==> src/pkg/kpirq_pkg.sv <==
// Package of register offsets, field positions and reset values for the keypad status block
package kpirq_pkg;
    localparam logic [7:0]  OFS_DEDICATED_KEY_SELECT = 8'h04;
    localparam logic [7:0]  OFS_RAW_IRQ_STATUS       = 8'h06;
    localparam logic [7:0]  OFS_MASKED_IRQ_STATUS    = 8'h07;
    localparam logic [7:0]  OFS_IRQ_CLEAR            = 8'h08;
    localparam logic [7:0]  OFS_IRQ_MASK             = 8'h09;
    localparam logic [7:0]  OFS_KEY_CODE_FIRST       = 8'h0B;
    localparam logic [7:0]  OFS_KEY_CODE_LAST        = 8'h0E;
    localparam logic [7:0]  OFS_KEY_EVENT_FIFO       = 8'h10;
    localparam int          BIT_EVENT_LOST           = 3;
    localparam int          BIT_KEY_EVENT            = 2;
    localparam int          BIT_KEY_LOST             = 1;
    localparam int          BIT_SCAN                 = 0;
    localparam int          BIT_CLR_EVENT_FIFO       = 1;
    localparam int          BIT_CLR_SCAN             = 0;
    localparam int          ROW_FIELD_HI             = 15;
    localparam int          ROW_FIELD_LO             = 10;
    localparam int          COLHI_FIELD_HI           = 9;
    localparam int          COLHI_FIELD_LO           = 8;
    localparam int          COLLO_FIELD_HI           = 7;
    localparam int          COLLO_FIELD_LO           = 0;
    localparam logic [5:0]  ROW_FIELD_RESET          = 6'h3F;
    localparam logic [1:0]  COLHI_FIELD_RESET        = 2'h3;
    localparam logic [7:0]  COLLO_FIELD_RESET        = 8'hFF;
    localparam logic [3:0]  MASK_RESET               = 4'h3;
    localparam logic [3:0]  FLAGS_RESET              = 4'h0;
    localparam logic [2:0]  MAX_KEYS_HELD            = 3'h4;
    localparam logic [1:0]  KEY_CODE_LAST_IDX        = 2'h3;
    typedef enum logic [1:0] {KPIRQ_IDLE, KPIRQ_RD_LO} kpirq_wr_state_t;
endpackage

==> src/rtl/kpirq_top.sv <==
// Keypad dedicated key selection and interrupt status register block
// What this block does
// - Row field bits 15:10, reset all ones
// - Column field bits 9:8, reset ones
// - Column field bits 7:0, reset ones
// - Zero bit makes pin dedicated key
// - Event lost sets on FIFO overflow
// - Event lost cleared only by event-clear
// - Event flag set while FIFO nonempty
// - Event flag clears once FIFO drained
// - Key lost on change with scan pending
// - Key lost when over four keys held
// - Scan flag on changed scan result
// - Scan flag clears after codes read
// - Masked status is raw gated by mask
// - Masked status uses raw bit positions
// - Raw status read-only, resets zero
// - Mask one blocks; defaults 0011
// - Event clear empties FIFO and flags
// - Scan clear drops scan and key lost
// - Reading four key codes clears scan
`timescale 1ns/1ps
module kpirq_top
    import kpirq_pkg::*;
(
    input  wire logic        clk_sys_in,
    input  wire logic        rstn_in,
    input  wire logic        reg_wr_in,
    input  wire logic        reg_rd_in,
    input  wire logic [7:0]  reg_addr_in,
    input  wire logic [7:0]  reg_wdata_in,
    output logic      [7:0]  reg_rdata_out,
    input  wire logic        fifo_overflow_in,
    input  wire logic        fifo_not_empty_in,
    input  wire logic        key_change_in,
    input  wire logic [2:0]  keys_held_in,
    input  wire logic        scan_done_in,
    input  wire logic        scan_changed_in,
    output logic             fifo_flush_out,
    output logic      [5:0]  row_ded_out,
    output logic      [9:0]  col_ded_out,
    output logic             keypad_irq_out
);
    import kpirq_pkg::*;

    // ==========================================
    // State
    typedef struct packed {
        logic [3:0] mask;
        logic [3:0] codes_read;
        logic [7:0] rdata;
        logic       flush;
    } kpirq_top_t;

    kpirq_top_t r;
    kpirq_top_t next_r;

    logic [15:0] ded_sel;
    logic [3:0]  raw;
    logic [3:0]  masked;
    logic        wr_ded_hi;
    logic        wr_ded_lo;
    logic        clr_event;
    logic        clr_scan;
    logic        codes_done;

    function automatic logic hit(input logic [7:0] a, input logic [7:0] ofs);
        return a == ofs;
    endfunction

    // ==========================================
    // Write decode
    // Dedicated select is 16 bits on a byte bus: high byte at the offset, low byte one above
    assign wr_ded_hi = reg_wr_in && hit(reg_addr_in, OFS_DEDICATED_KEY_SELECT);
    assign wr_ded_lo = reg_wr_in && hit(reg_addr_in, OFS_DEDICATED_KEY_SELECT + 8'h01);
    assign clr_event = reg_wr_in && hit(reg_addr_in, OFS_IRQ_CLEAR)
                       && reg_wdata_in[BIT_CLR_EVENT_FIFO];
    // all four reads act as clear
    assign clr_scan = (reg_wr_in && hit(reg_addr_in, OFS_IRQ_CLEAR)
                       && reg_wdata_in[BIT_CLR_SCAN]) || codes_done;

    // ==========================================
    // Submodules
    kpirq_ded_sel u_ded (
        .clk_sys_in  (clk_sys_in),
        .rstn_in     (rstn_in),
        .wr_hi_in    (wr_ded_hi),
        .wr_lo_in    (wr_ded_lo),
        .wdata_in    (reg_wdata_in),
        .sel_out     (ded_sel),
        .row_ded_out (row_ded_out),
        .col_ded_out (col_ded_out)
    );

    kpirq_flags u_flags (
        .clk_sys_in        (clk_sys_in),
        .rstn_in           (rstn_in),
        .fifo_overflow_in  (fifo_overflow_in),
        .fifo_not_empty_in (fifo_not_empty_in),
        .key_change_in     (key_change_in),
        .keys_held_in      (keys_held_in),
        .scan_done_in      (scan_done_in),
        .scan_changed_in   (scan_changed_in),
        .clr_event_in      (clr_event),
        .clr_scan_in       (clr_scan),
        .raw_out           (raw)
    );

    assign masked = raw & ~r.mask;

    // ==========================================
    // Register file
    always_comb begin
        next_r = r;
        next_r.flush = clr_event;
        codes_done = 1'b0;
        if (reg_wr_in && hit(reg_addr_in, OFS_IRQ_MASK)) begin
            next_r.mask = reg_wdata_in[3:0];
        end
        // Each key code register read marks its slot; a changed scan result restarts the tally
        if (scan_done_in && scan_changed_in) begin
            next_r.codes_read = 4'h0;
        end
        if (reg_rd_in && reg_addr_in >= OFS_KEY_CODE_FIRST
                && reg_addr_in <= OFS_KEY_CODE_LAST) begin
            next_r.codes_read[2'(reg_addr_in - OFS_KEY_CODE_FIRST)] = 1'b1;
        end
        if (&next_r.codes_read) begin
            codes_done = 1'b1;
            next_r.codes_read = 4'h0;
        end
        if (reg_rd_in) begin
            case (reg_addr_in)
                OFS_DEDICATED_KEY_SELECT: begin
                    next_r.rdata = ded_sel[15:8];
                end
                OFS_DEDICATED_KEY_SELECT + 8'h01: begin
                    next_r.rdata = ded_sel[7:0];
                end
                OFS_RAW_IRQ_STATUS: begin
                    next_r.rdata = {4'h0, raw};
                end
                OFS_MASKED_IRQ_STATUS: begin
                    next_r.rdata = {4'h0, masked};
                end
                OFS_IRQ_MASK: begin
                    next_r.rdata = {4'h0, r.mask};
                end
                default: begin
                    next_r.rdata = 8'h00;
                end
            endcase
        end
    end

    always_ff @(posedge clk_sys_in or negedge rstn_in) begin
        if (!rstn_in) begin
            r.mask       <= MASK_RESET;
            r.codes_read <= 4'h0;
            r.rdata      <= 8'h00;
            r.flush      <= 1'b0;
        end else begin
            r <= next_r;
        end
    end

    assign reg_rdata_out = r.rdata;
    assign fifo_flush_out = r.flush;
    assign keypad_irq_out = |masked;
endmodule

==> src/rtl/kpirq_ded_sel.sv <==
// Dedicated key select register and per-pin mode decode
`timescale 1ns/1ps
module kpirq_ded_sel
    import kpirq_pkg::*;
(
    input  wire logic        clk_sys_in,
    input  wire logic        rstn_in,
    input  wire logic        wr_hi_in,
    input  wire logic        wr_lo_in,
    input  wire logic [7:0]  wdata_in,
    output logic      [15:0] sel_out,
    output logic      [5:0]  row_ded_out,
    output logic      [9:0]  col_ded_out
);
    typedef struct packed {
        logic [15:0] sel;
    } kpirq_ded_t;

    kpirq_ded_t r;
    kpirq_ded_t next_r;

    always_comb begin
        next_r = r;
        if (wr_hi_in) begin
            next_r.sel[15:8] = wdata_in;
        end
        if (wr_lo_in) begin
            next_r.sel[7:0] = wdata_in;
        end
    end

    always_ff @(posedge clk_sys_in or negedge rstn_in) begin
        if (!rstn_in) begin
            r.sel[ROW_FIELD_HI:ROW_FIELD_LO]     <= ROW_FIELD_RESET;
            r.sel[COLHI_FIELD_HI:COLHI_FIELD_LO] <= COLHI_FIELD_RESET;
            r.sel[COLLO_FIELD_HI:COLLO_FIELD_LO] <= COLLO_FIELD_RESET;
        end else begin
            r <= next_r;
        end
    end

    assign sel_out = r.sel;
    assign row_ded_out = ~r.sel[ROW_FIELD_HI:ROW_FIELD_LO];
    assign col_ded_out = ~{r.sel[COLHI_FIELD_HI:COLHI_FIELD_LO],
                           r.sel[COLLO_FIELD_HI:COLLO_FIELD_LO]};
endmodule

==> src/rtl/kpirq_flags.sv <==
// Keypad interrupt flags, sticky except the key event level, with set-over-clear priority
`timescale 1ns/1ps
module kpirq_flags
    import kpirq_pkg::*;
(
    input  wire logic        clk_sys_in,
    input  wire logic        rstn_in,
    input  wire logic        fifo_overflow_in,
    input  wire logic        fifo_not_empty_in,
    input  wire logic        key_change_in,
    input  wire logic [2:0]  keys_held_in,
    input  wire logic        scan_done_in,
    input  wire logic        scan_changed_in,
    input  wire logic        clr_event_in,
    input  wire logic        clr_scan_in,
    output logic      [3:0]  raw_out
);
    typedef struct packed {
        logic event_lost;
        logic key_lost;
        logic scan;
        logic fifo_cleared;
    } kpirq_flag_t;

    kpirq_flag_t r;
    kpirq_flag_t next_r;
    logic        set_lost;
    logic        set_scan;

    always_comb begin
        next_r = r;
        set_lost = (key_change_in && r.scan) || (keys_held_in > MAX_KEYS_HELD);
        set_scan = scan_done_in && scan_changed_in;
        if (clr_event_in) begin
            next_r.event_lost = 1'b0;
        end
        if (fifo_overflow_in) begin
            next_r.event_lost = 1'b1;
        end
        if (clr_scan_in) begin
            next_r.key_lost = 1'b0;
            next_r.scan     = 1'b0;
        end
        if (set_lost) begin
            next_r.key_lost = 1'b1;
        end
        if (set_scan) begin
            next_r.scan = 1'b1;
        end
        // Hide stale fill level for the cycle the scanner FIFO reacts to the clear
        next_r.fifo_cleared = clr_event_in;
    end

    always_ff @(posedge clk_sys_in or negedge rstn_in) begin
        if (!rstn_in) begin
            r <= '0;
        end else begin
            r <= next_r;
        end
    end

    assign raw_out = {r.event_lost,
                      fifo_not_empty_in && !r.fifo_cleared && !clr_event_in,
                      r.key_lost,
                      r.scan};
endmodule

==> config.mk <==
export PLATFORM = sky130hd
export DESIGN_NAME = kpirq_top
export DESIGN_NICKNAME = d
export VERILOG_FILES = /design/src/pkg/kpirq_pkg.sv /design/src/rtl/kpirq_top.sv /design/src/rtl/kpirq_ded_sel.sv /design/src/rtl/kpirq_flags.sv
export SDC_FILE = /design/constraint.sdc
export NUM_CORES = 1
export LEC_CHECK = 0
export BUFFER_PORTS_ARGS = -buffer_cell sky130_fd_sc_hd__buf_2
export CORE_ASPECT_RATIO = 1.2
export CORE_MARGIN = 2
export CORE_UTILIZATION = 50
export DETAILED_ROUTE_END_ITERATION = 10
export PLACE_DENSITY = 0.76
export RECOVER_POWER = 100
export SYNTH_ARGS = -nofsm -noshare
export SYNTH_HDL_FRONTEND = slang
export SYNTH_HIERARCHICAL = 1
export SYNTH_SLANG_ARGS = --single-unit
==> constraint.sdc <==
create_clock -name clk_sys_in -period 2.2 [get_ports clk_sys_in]
set_input_delay 0.33 -clock clk_sys_in [delete_from_list [all_inputs] [get_ports clk_sys_in]]
set_output_delay 0.33 -clock clk_sys_in [all_outputs]
set_load 0.05 [all_outputs]
==> flow_summary_export.csv, run 1 <==
group,metric,value,unit
setup_path,path_delay_family,"simple AND/OR/NAND/NOR gates",
floorplanning,die_w,63.1,um
synthesis,synth_seq_cells,37,
power,ir_drop,0.426,mV
clock_tree,path_clk_slew,70,ps
floorplanning,io_pins,54,
clock_tree,cts_hold_buf,0,
synthesis,avgSynthCellArea,10.7,um^2
power,power.total,1.44,mW
final_layout,final_cell_mix,"33 x clkbuf_1, 27 x inv_1, 25 x buf_2, 19 x dfrtp_1, 18 x dfstp_2",
global_routing,antenna_found_initial,0,
synthesis,synth_ff_type,"dfrtp_1",
sta,clock_skew,1.72,ps
clock_tree,cts_sinks,37,
synthesis,synthCells,197,
global_routing,grt_pass1_wl,7.20,mm
sta,rsz0062_at_grt,"no",
place,place_area,2360,um^2
synthesis,yosysUniqueCellTypes,39,
synthesis,async_reset_ff_share,100,%
drt,dr.pass1.iters,4,
setup_path,r2r_slack,850,ps
floorplanning,fp.dieH,75.0,um
global_routing,grt_usage,20.1,%
power,p_leak,1.07,nW
drt,drcViolationCount,0,
drt,ant_nets,0,
global_routing,first_global_vias,1545,
drt,wl_per_cell,14.5,um
final_layout,fin_util,60.7,%
sta,fin_crit_sh,96.4,%
floorplanning,core-area,3970,um^2
synthesis,yosys_warnings,6,
setup_path,start_kind,"primary input",
synthesis,netlist_area,2100,um^2
sta,whs,216,ps
final_layout,layout.nets,280,
final_layout,fillCellCount,383,
clock_tree,cts_tree,"yes",
setup_path,end_kind,"output port",
synthesis,synth_edf_count,0,
worst_hold_path,hold_path_depth,2,
drt,totalWireLength,4.46,mm
sta,setup_violations,0,
setup_path,crit_type,"in -> out",
clock_tree,root_buffer,"clkbuf_8",
sta,hold_viol,0,
clock_tree,cts_made_buffers,5,
setup_path,cp_data_arrival_time,1790,ps
synthesis,synth-seq-area-share,45.2,%
sta,worst_slew_pin_slew,1940,ps
place,hpwl,3.19,mm
clock_tree,clk_latency,290,ps
final_layout,area_growth,14.8,%
drt,vias,1582,
setup_path,cp.required,1870,ps
final_layout,multiInputGateArea,875,um^2
setup_path,worstPathCellList,"clkbuf_1 -> nor4_4 -> nand2_2 -> nor2_4 -> and4_4 -> nor3b_4 -> a22oi_2 -> o221ai_2 -> buf_6",
final_layout,drive_above_1_share,29.6,%
drt,vias_per_cell,5.15,
drt,dr.first_iter.drc_count,77,
floorplanning,die-area,4730,um^2
global_routing,grt_max_degree,38,
sta,slew_headroom,-29.3,%
power,power_density,597,nW/um^2
final_layout,fin_cells,307,
place,routabilityCongestion,0.824,
setup_path,worst-path-stages,9,
status,outcome,"finished, violations left",
floorplanning,start_util,52.8,%
sta,timing.final.crit_period,2120,ps
synthesis,syn_nets,225,
sta,maxSlewViolCount,38,
floorplanning,placementRows,25,
global_routing,grt_overflow,0,
status,violations,"max-capacitance violations, max-slew violations",
flow_run,drv_cap,1,
sta,fmax,0.472,GHz
final_layout,seq_area,948,um^2
setup_path,critPathBufInv,2,
setup_path,reg2reg_depth,6,
final_layout,final_area,2410,um^2
clock_tree,h-tree-depth,2,
setup_path,crit_slowest_cell,"nor4_4",
clock_tree,clk_path_buf_depth,2,
final_layout,layout_commonest_cell,"clkbuf_1",
setup_path,crit_fanout,3,
place,port_buffers,53,
place,dp_cells,295,
worst_hold_path,hold_class,"in -> reg",
setup_path,critPathMaxStageDelay,350,ps
final_layout,diodes,0,
[kinds of logic after synthesis]
| logic type | after synthesis | share of synthesized area, % |
|---|---|---|
| buf+inv | 46 | 11.6 |
| flops | 37 | 45.2 |
| mux | 28 | 18.1 |
| compound gates | 37 | 11.4 |
| simple gates | 49 | 13.7 |
[synthesized netlist by cell type, types with 2 or more instances]
master	number	area share, %
a21o_1	3	1.1
a21oi_1	7	1.7
a22oi_1	7	2.5
and3_1	4	1.2
and3b_1	2	0.83
and4_2	2	0.95
buf_2	2	0.48
buf_4	12	4.3
buf_6	3	1.6
clkbuf_1	2	0.36
dfrtp_1	19	23
dfstp_2	18	23
inv_1	27	4.8
mux2_4	20	14
mux2i_1	8	3.8
nand2_1	16	2.9
nand3_1	7	1.7
nand4_1	3	0.89
nor2_1	5	0.89
o21a_1	2	0.72
o21ai_0	5	1.2
o21ai_1	2	0.48
o22ai_1	5	1.5
[per-stage QoR]
step                      setup TNS, ps  setup slack (ps)
final                                 0              79.8
after global routing                  0              15.2
after CTS                             0              15.5
after detailed placement          -3.10             -3.10
after global placement                0              35.0
after floorplan                       0              25.5
[worst paths after layout]
path | startpoint | endpoint
worst max-delay path | reg_addr_in[6] | keypad_irq_out
worst min-delay path | fifo_overflow_in | u_flags/raw_out[3]
worst max register to register | r[12] | u_flags/raw_out[1]
worst min register to register | reg_rdata_out[6] | reg_rdata_out[6]
max in group asynchronous | rstn_in | fifo_flush_out
min in group asynchronous | rstn_in | r[16]
[per-layer routing]
metal / part of all wire (%) / global-route usage, % / vias up
met3: 4.8 / 4.93 / 6
met2: 51 / 34.3 / 42
met4: 1.6 / 8.64 / 0
met5: 0 / 0 / -
met1: 43 / 24.6 / 758
li1: - / - / 776
[power breakdown]
part / internal [mW] / switching, mW / leakage, nW
logic: 0.0656 / 0.148 / 0.600
clock network: 0.255 / 0.233 / 0.0455
registers: 0.717 / 0.0202 / 0.429
total: 1.04 / 0.401 / 1.07
[worst register-to-register path: cells and delay by family, from the launching register on]
kind            cells  cell delay, ps
simple gates        4             380
flops               1             420
compound gates      2             450
[final cells by class]
type                    count  share of cell area [%]
well taps                  54                    2.80
multi-input cells         114                    36.3
repair buffers             67                    13.6
flip-flops and latches     37                    39.4
inverters                  27                    4.21
clock buffers               8                    3.74
[registers in the layout (all words and copies together) (netlist names)]
name / count
fifo_flush_out: 1
reg_rdata_out: 8
u_ded/sel_out: 16
u_flags/raw_out: 3
r: 8
u_flags/r: 1
[timing repair]
item                       CTS  global route
cloned                       0             0
setup endpoints to repair    1             1
gates resized for setup      2             6
setup buffers                2             2
pin swaps                    5             4
Power figures use the tool's default switching activity.
==> run 2, diff against run 1 <==
--- a/config.mk
+++ b/config.mk
@@ -5,6 +5,7 @@
 export SDC_FILE = /design/constraint.sdc
 export NUM_CORES = 1
 export LEC_CHECK = 0
+export ABC_AREA = 1
 export BUFFER_PORTS_ARGS = -buffer_cell sky130_fd_sc_hd__buf_2
 export CORE_ASPECT_RATIO = 1.2
 export CORE_MARGIN = 2
==> run 2 against run 1 <==
Compared with the run above: the run still ends with max-capacitance violations, max-slew violations left; clock power is 17% higher; total power is 2.7% higher; combinational power is 17% lower; critical endpoint unchanged.
==> flow_summary_export.csv, run 2 <==
group,metric,value,unit
setup_path,path_delay_family,"simple AND/OR/NAND/NOR gates",
synthesis,synth_edf_count,0,
floorplanning,placementRows,25,
power,power_switching_share,26.1,%
sta,setup_violations,0,
final_layout,area_growth,11.6,%
synthesis,synth-seq-area-share,45.0,%
drt,dr.first_iter.drc_count,96,
synthesis,yosysMostFrequentCell,"nand2_1",
global_routing,antenna_found_initial,0,
clock_tree,clk_path_buf_depth,2,
place,routabilityCongestion,0.916,
place,port_buffers,53,
setup_path,r2r-end,"u_flags/raw_out[1]",
sta,rsz0062_at_grt,"no",
sta,worst_slew_pin_slew,1880,ps
floorplanning,die_w,63.3,um
synthesis,syn_nets,308,
flow_run,drv_cap,1,
power,power_density,628,nW/um^2
setup_path,reg2reg_depth,7,
drt,wl_per_cell,12.5,um
setup_path,cp_common_cell,"nand2_1",
floorplanning,start_util,52.7,%
clock_tree,path_clk_slew,80,ps
setup_path,crit_type,"in -> out",
drt,vias_per_cell,4.72,
sta,clock_skew,7.89,ps
power,pwr-share-comb,12.0,%
setup_path,reg2reg_from,"r[9]",
drt,drcViolationCount,0,
sta,fin_setup_tns,0,ps
setup_path,cp-startpoint,"reg_addr_in[0]",
sta,fin_crit_sh,89.5,%
place,hpwl,3.62,mm
clock_tree,root_buffer,"clkbuf_8",
drt,dr.pass1.iters,4,
worst_hold_path,hold_class,"in -> reg",
clock_tree,clk_latency,290,ps
power,p_seq_share,49.3,%
synthesis,ys_top_cells_by_count,"109 x nand2_1, 40 x inv_1, 24 x nand3_1, 19 x dfrtp_1, 18 x dfstp_2",
synthesis,yosysUniqueCellTypes,24,
synthesis,yosys_warnings,6,
setup_path,endpoint,"keypad_irq_out",
sta,hold_viol,0,
final_layout,layout.nets,356,
floorplanning,core-area,4000,um^2
global_routing,grt_pass1_wl,8.12,mm
power,p_sw,0.386,mW
clock_tree,post-cts-setup-buffers,0,
sta,fmax,0.508,GHz
setup_path,cp_data_arrival_time,1640,ps
setup_path,worstPathCellList,"clkbuf_1 -> inv_1 -> nand2_1 -> nor3_1 -> nand2_1 -> nor2_1 -> nor3b_1 -> nand2_1 -> nand4_1 -> buf_2",
place,pre_cts_slack,267,ps
floorplanning,fp.dieH,75.1,um
drt,totalWireLength,4.78,mm
drt,ant_nets,0,
final_layout,layout_commonest_cell,"nand2_1",
final_layout,largest_reg_flops,16,
global_routing,first_global_vias,1820,
sta,fin_ws,232,ps
power,p_leak,1.23,nW
clock_tree,cts_tree,"yes",
clock_tree,h-tree-depth,2,
synthesis,synth_seq_cells,37,
setup_path,end_kind,"output port",
final_layout,final_cell_mix,"110 x nand2_1, 43 x inv_1, 31 x clkbuf_1, 26 x buf_2, 25 x nand3_1",
power,ir_drop,0.419,mV
synthesis,avgSynthCellArea,7.53,um^2
setup_path,start_kind,"primary input",
setup_path,critPathMaxStageDelay,260,ps
sta,maxSlewViolCount,38,
clock_tree,cts_resized,0,
synthesis,async_reset_ff_share,100,%
final_layout,diodes,0,
synthesis,yosysTopAreaCell,"dfrtp_1",
setup_path,cp.required,1870,ps
global_routing,grt_max_degree,38,
clock_tree,cts_hold_buf,0,
floorplanning,io_pins,54,
sta,slew_headroom,-25.2,%
setup_path,crit_fanout,4,
synthesis,synth_top_area_share,22.6,%
status,violations,"max-capacitance violations, max-slew violations",
power,power_frac_clock,38.8,%
setup_path,r2r_slack,1050,ps
clock_tree,cts_sinks,37,
drt,vias,1808,
status,outcome,"finished, violations left",
clock_tree,cts_made_buffers,5,
global_routing,grt_overflow,0,
setup_path,critPathBufInv,3,
global_routing,grt_usage,21.9,%
synthesis,synth_ff_type,"dfrtp_1",
power,intPower,1.09,mW
synthesis,synthCells,280,
synthesis,yosys-top-cells-area,"dfrtp_1 23%, dfstp_2 22%, nand2_1 19%, inv_1 7.1%, nand3_1 5.7%",
setup_path,crit_slowest_cell,"buf_2",
synthesis,netlist_area,2110,um^2
floorplanning,die-area,4750,um^2
setup_path,worst-path-stages,10,
sta,timing.final.crit_period,1970,ps
final_layout,drive_above_1_share,18.5,%
[run 2: tightest hold or removal path, stage by stage]
cell     delay [ps]
buf_2           100
nand2_1          50
nand2_1          50
[run 2: through the flow]
step           area [um^2]  hold slack (ps)  util, %  power (mW)  instances
4_1_cts               2450              146     61.1        1.51        383
3_3_place_gp          2340              457     58.4       0.925        375
5_1_grt               2350              226     58.8        1.55        383
2_1_floorplan         2110             34.4        -       0.853        280
6_report              2350              231     58.8        1.48        383
3_5_place_dp          2340              460     58.4       0.929        375
[run 2: area by class of cell]
cell class	count	area, um^2
Inverter	45	171
Multi-Input combinational cell	183	815
Sequential cell	37	948
Fill cell	430	1650
Clock buffer	6	72.6
Tap cell	54	67.6
Timing Repair Buffer	56	243
Clock inverter	2	35.0
[run 2: cells by family after synthesis]
| logic type | after synthesis | share of synthesized area, % |
|---|---|---|
| buffers and inverters | 60 | 14.0 |
| AND/OR/NAND/NOR | 172 | 36.3 |
| multiplexers | 3 | 2.14 |
| flip-flops | 37 | 45.0 |
| AO/OA/AOI/OAI | 8 | 2.55 |
[run 2: how the worst min path moves through the flow]
stage / startpoint / to / slack (ps) / depth (start not counted)
detailed placement: rstn_in / r[12] / 460 / 1
floorplan: rstn_in / fifo_flush_out / 30 / 0
global route: reg_wdata_in[4] / u_ded/sel_out[12] / 230 / 3
CTS: rstn_in / reg_rdata_out[6] / 150 / 1
finish: reg_wdata_in[4] / u_ded/sel_out[4] / 230 / 3
global placement: rstn_in / r[9] / 460 / 1
[run 2: power groups by stage]
stage               clock [mW]  combinational, mW  sequential [mW]
finish                   0.573              0.177            0.729
detailed placement           0              0.189            0.740
global placement             0              0.187            0.739
CTS                      0.590              0.190            0.728
global route             0.624              0.194            0.731
floorplan                    0              0.119            0.734
[run 2: metal layers]
metal  up-vias  global-route usage [%]  share of wire (%)
li1        930                       -                  -
met1       817                    27.2                 43
met2        50                    38.1                 50
met3        11                    4.04                4.3
met4         0                    9.18                2.0
met5         -                       0                  0
==> run 3, diff against run 2 <==
--- a/config.mk
+++ b/config.mk
@@ -11,9 +11,8 @@
 export CORE_MARGIN = 2
 export CORE_UTILIZATION = 50
 export DETAILED_ROUTE_END_ITERATION = 10
-export PLACE_DENSITY = 0.76
+export PLACE_DENSITY = 0.77
 export RECOVER_POWER = 100
 export SYNTH_ARGS = -nofsm -noshare
 export SYNTH_HDL_FRONTEND = slang
-export SYNTH_HIERARCHICAL = 1
 export SYNTH_SLANG_ARGS = --single-unit
==> run 3 against run 2 <==
Compared with the run above: the flow still finishes with violations (max-capacitance violations, max-slew violations); combinational power about the same; final cell count decreased by 7.0%; die area decreased by 4.8%; sequential power decreased by 3.2%; critical path depth decreased by 6; clock skew decreased by 3.3 ps; utilization decreased by 1.0 points; non-clock buffer count decreased by 3; register-to-register slack improved by 20 ps; critical path type is now reg -> out.
==> flow_summary_export.csv, run 3 <==
group,metric,value,unit
drt,totalWireLength,4.29,mm
synthesis,synth_ff_type,"dfstp_2",
sta,slew_headroom,-21.2,%
power,p_leak,1.12,nW
sta,fmax,0.549,GHz
setup_path,reg2reg_depth,7,
worst_hold_path,hold_class,"in -> reg",
place,routabilityCongestion,0.903,
final_layout,diodes,0,
setup_path,cp.required,1870,ps
synthesis,ys_top_cells_by_count,"76 x nand2_1, 36 x inv_1, 18 x dfrtp_1, 18 x dfstp_2, 14 x o21ai_1",
clock_tree,root_buffer,"clkbuf_8",
clock_tree,clk_path_buf_depth,2,
drt,dr.first_iter.drc_count,43,
synthesis,yosysMostFrequentCell,"nand2_1",
global_routing,grt_pass1_wl,7.09,mm
final_layout,layout_commonest_cell,"nand2_1",
synthesis,avgSynthCellArea,7.94,um^2
clock_tree,cts_made_buffers,5,
setup_path,cp-startpoint,"r[13]",
synthesis,synth_edf_count,0,
floorplanning,io_pins,54,
synthesis,synth_top_area_share,23.6,%
status,outcome,"finished, violations left",
setup_path,reg2reg_from,"r[13]",
synthesis,netlist_area,2000,um^2
clock_tree,cts_resized,0,
setup_path,crit_fanout,3,
setup_path,worst-path-stages,4,
final_layout,largest_reg_flops,16,
drt,wl_per_cell,12.0,um
setup_path,critPathMaxStageDelay,550,ps
clock_tree,cts_hold_buf,0,
setup_path,crit_slowest_cell,"dfstp_2",
setup_path,start_kind,"flip-flop",
synthesis,async_reset_ff_share,100,%
place,hpwl,3.23,mm
sta,timing.final.crit_period,1820,ps
sta,whs,239,ps
floorplanning,core-area,3880,um^2
clock_tree,cts_sinks,36,
floorplanning,start_util,51.6,%
drt,vias,1703,
final_layout,area_growth,11.8,%
sta,fin_crit_sh,82.9,%
flow_run,drv_cap,1,
floorplanning,die_w,61.8,um
sta,maxSlewViolCount,37,
sta,rsz0062_at_grt,"no",
setup_path,worstPathCellList,"nor2_1 -> nor3_1 -> nand2_1 -> clkbuf_1",
clock_tree,clk_latency,290,ps
setup_path,critPathBufInv,1,
sta,fin_setup_tns,0,ps
synthesis,yosys-top-cells-area,"dfstp_2 24%, dfrtp_1 23%, nand2_1 14%, inv_1 6.8%, o21ai_1 3.5%",
sta,setup_violations,0,
power,ir_drop,0.446,mV
synthesis,synth-seq-area-share,46.1,%
synthesis,synth_seq_cells,36,
global_routing,grt_usage,21.1,%
clock_tree,cts_tree,"yes",
global_routing,antenna_found_initial,0,
setup_path,crit_type,"reg -> out",
setup_path,endpoint,"keypad_irq_out",
setup_path,r2r_slack,1070,ps
setup_path,path_delay_family,"flip-flops",
synthesis,yosysUniqueCellTypes,28,
drt,ant_nets,0,
global_routing,grt_max_degree,37,
clock_tree,post-cts-setup-buffers,0,
floorplanning,fp.dieH,73.3,um
floorplanning,die-area,4530,um^2
synthesis,yosys_warnings,0,
sta,hold_viol,0,
final_layout,final_cell_mix,"80 x nand2_1, 38 x inv_1, 28 x clkbuf_1, 26 x buf_2",
drt,drcViolationCount,0,
setup_path,end_kind,"output port",
setup_path,r2r-end,"reg_rdata_out[0]",
global_routing,grt_overflow,0,
clock_tree,path_clk_slew,70,ps
setup_path,cp_data_arrival_time,1490,ps
synthesis,yosysTopAreaCell,"dfstp_2",
power,power_density,623,nW/um^2
floorplanning,placementRows,25,
synthesis,syn_nets,280,
sta,worst_slew_pin_slew,1820,ps
place,port_buffers,53,
drt,dr.pass1.iters,6,
final_layout,drive_above_1_share,23.2,%
drt,vias_per_cell,4.78,
status,violations,"max-capacitance violations, max-slew violations",
synthesis,synthCells,252,
final_layout,fillCellCount,415,
global_routing,first_global_vias,1631,
sta,clock_skew,4.61,ps
clock_tree,h-tree-depth,2,
final_layout,layout.nets,329,
==> run 3: cell count changes in the layout (fill, tap and decap cells not counted), moves of 3 or more <==
cell / before / now
o22ai_1: 0 / 4
nand3_2: 0 / 3
inv_2: 1 / 5
nor2_2: 0 / 3
o21ai_1: 0 / 6
nand3_1: 25 / 13
o21ai_0: 4 / 17
nor2_1: 21 / 15
clkbuf_1: 31 / 28
inv_1: 43 / 38
nand2_1: 110 / 80
a21oi_1: 0 / 5
==> run 3: kinds of logic (layout without fill, tap and decap cells) <==
kind of cell	Yosys count	after routing	synth area share, %
simple gates	127	127	30.9
buf+inv	54	104	12.2
flops	36	36	46.1
compound gates	35	35	10.8
==> run 3: worst min path at each step <==
stage | start | end | slack, ps | cells after the start
after floorplan | rstn_in | r[10] | 30 | 0
after global placement | rstn_in | reg_rdata_out[6] | 440 | 1
after detailed placement | rstn_in | reg_rdata_out[6] | 450 | 1
after CTS | rstn_in | r[15] | 140 | 1
after global routing | fifo_overflow_in | u_flags.raw_out[3] | 260 | 2
final | fifo_overflow_in | u_flags.raw_out[3] | 240 | 2
==> run 3: worst register-to-register path: stages, from the launching register on <==
cell     delay (ps)
dfstp_2         550
nor2_1           60
nand2_1          60
nand2_1          50
nor2_1          130
nand2_1          70
nand2_1          60
nand2_1          40
==> run 3: area by class of cell <==
cell class,count,area [um^2],area share [%]
tap,54,67.6,3.02
inverter,43,161,7.21
multi-input combinational,162,752,33.6
clock buffer,7,97.6,4.36
timing repair buffer,53,231,10.3
sequential,36,923,41.3
clock inverter,1,5.00,0.224
==> run 3: stage by stage <==
stage | area (um^2) | power [mW] | std cells | setup slack [ps] | utilization, %
floorplan | 2000 | 0.838 | 252 | 669 | -
finish | 2240 | 1.39 | 356 | 377 | 57.7
CTS | 2350 | 1.43 | 356 | 461 | 60.7
global route | 2240 | 1.45 | 356 | 270 | 57.7
global placement | 2250 | 0.903 | 348 | 544 | 58.0
detailed placement | 2250 | 0.908 | 348 | 509 | 58.0
==> run 3: report_power, final <==
part / total [mW] / internal, mW / switching (mW)
Clock: 0.514 / 0.290 / 0.224
Sequential: 0.706 / 0.694 / 0.0124
Combinational: 0.174 / 0.0442 / 0.130
==> run 3: metal layers <==
metal  routed length (um)  vias up  global-route usage (%)
li1                     -      871                       -
met1                 1870      787                    26.4
met2                 2190       36                    34.9
met3                  136        9                    3.52
met4                   86        0                    9.46
met5                    0        -                       0
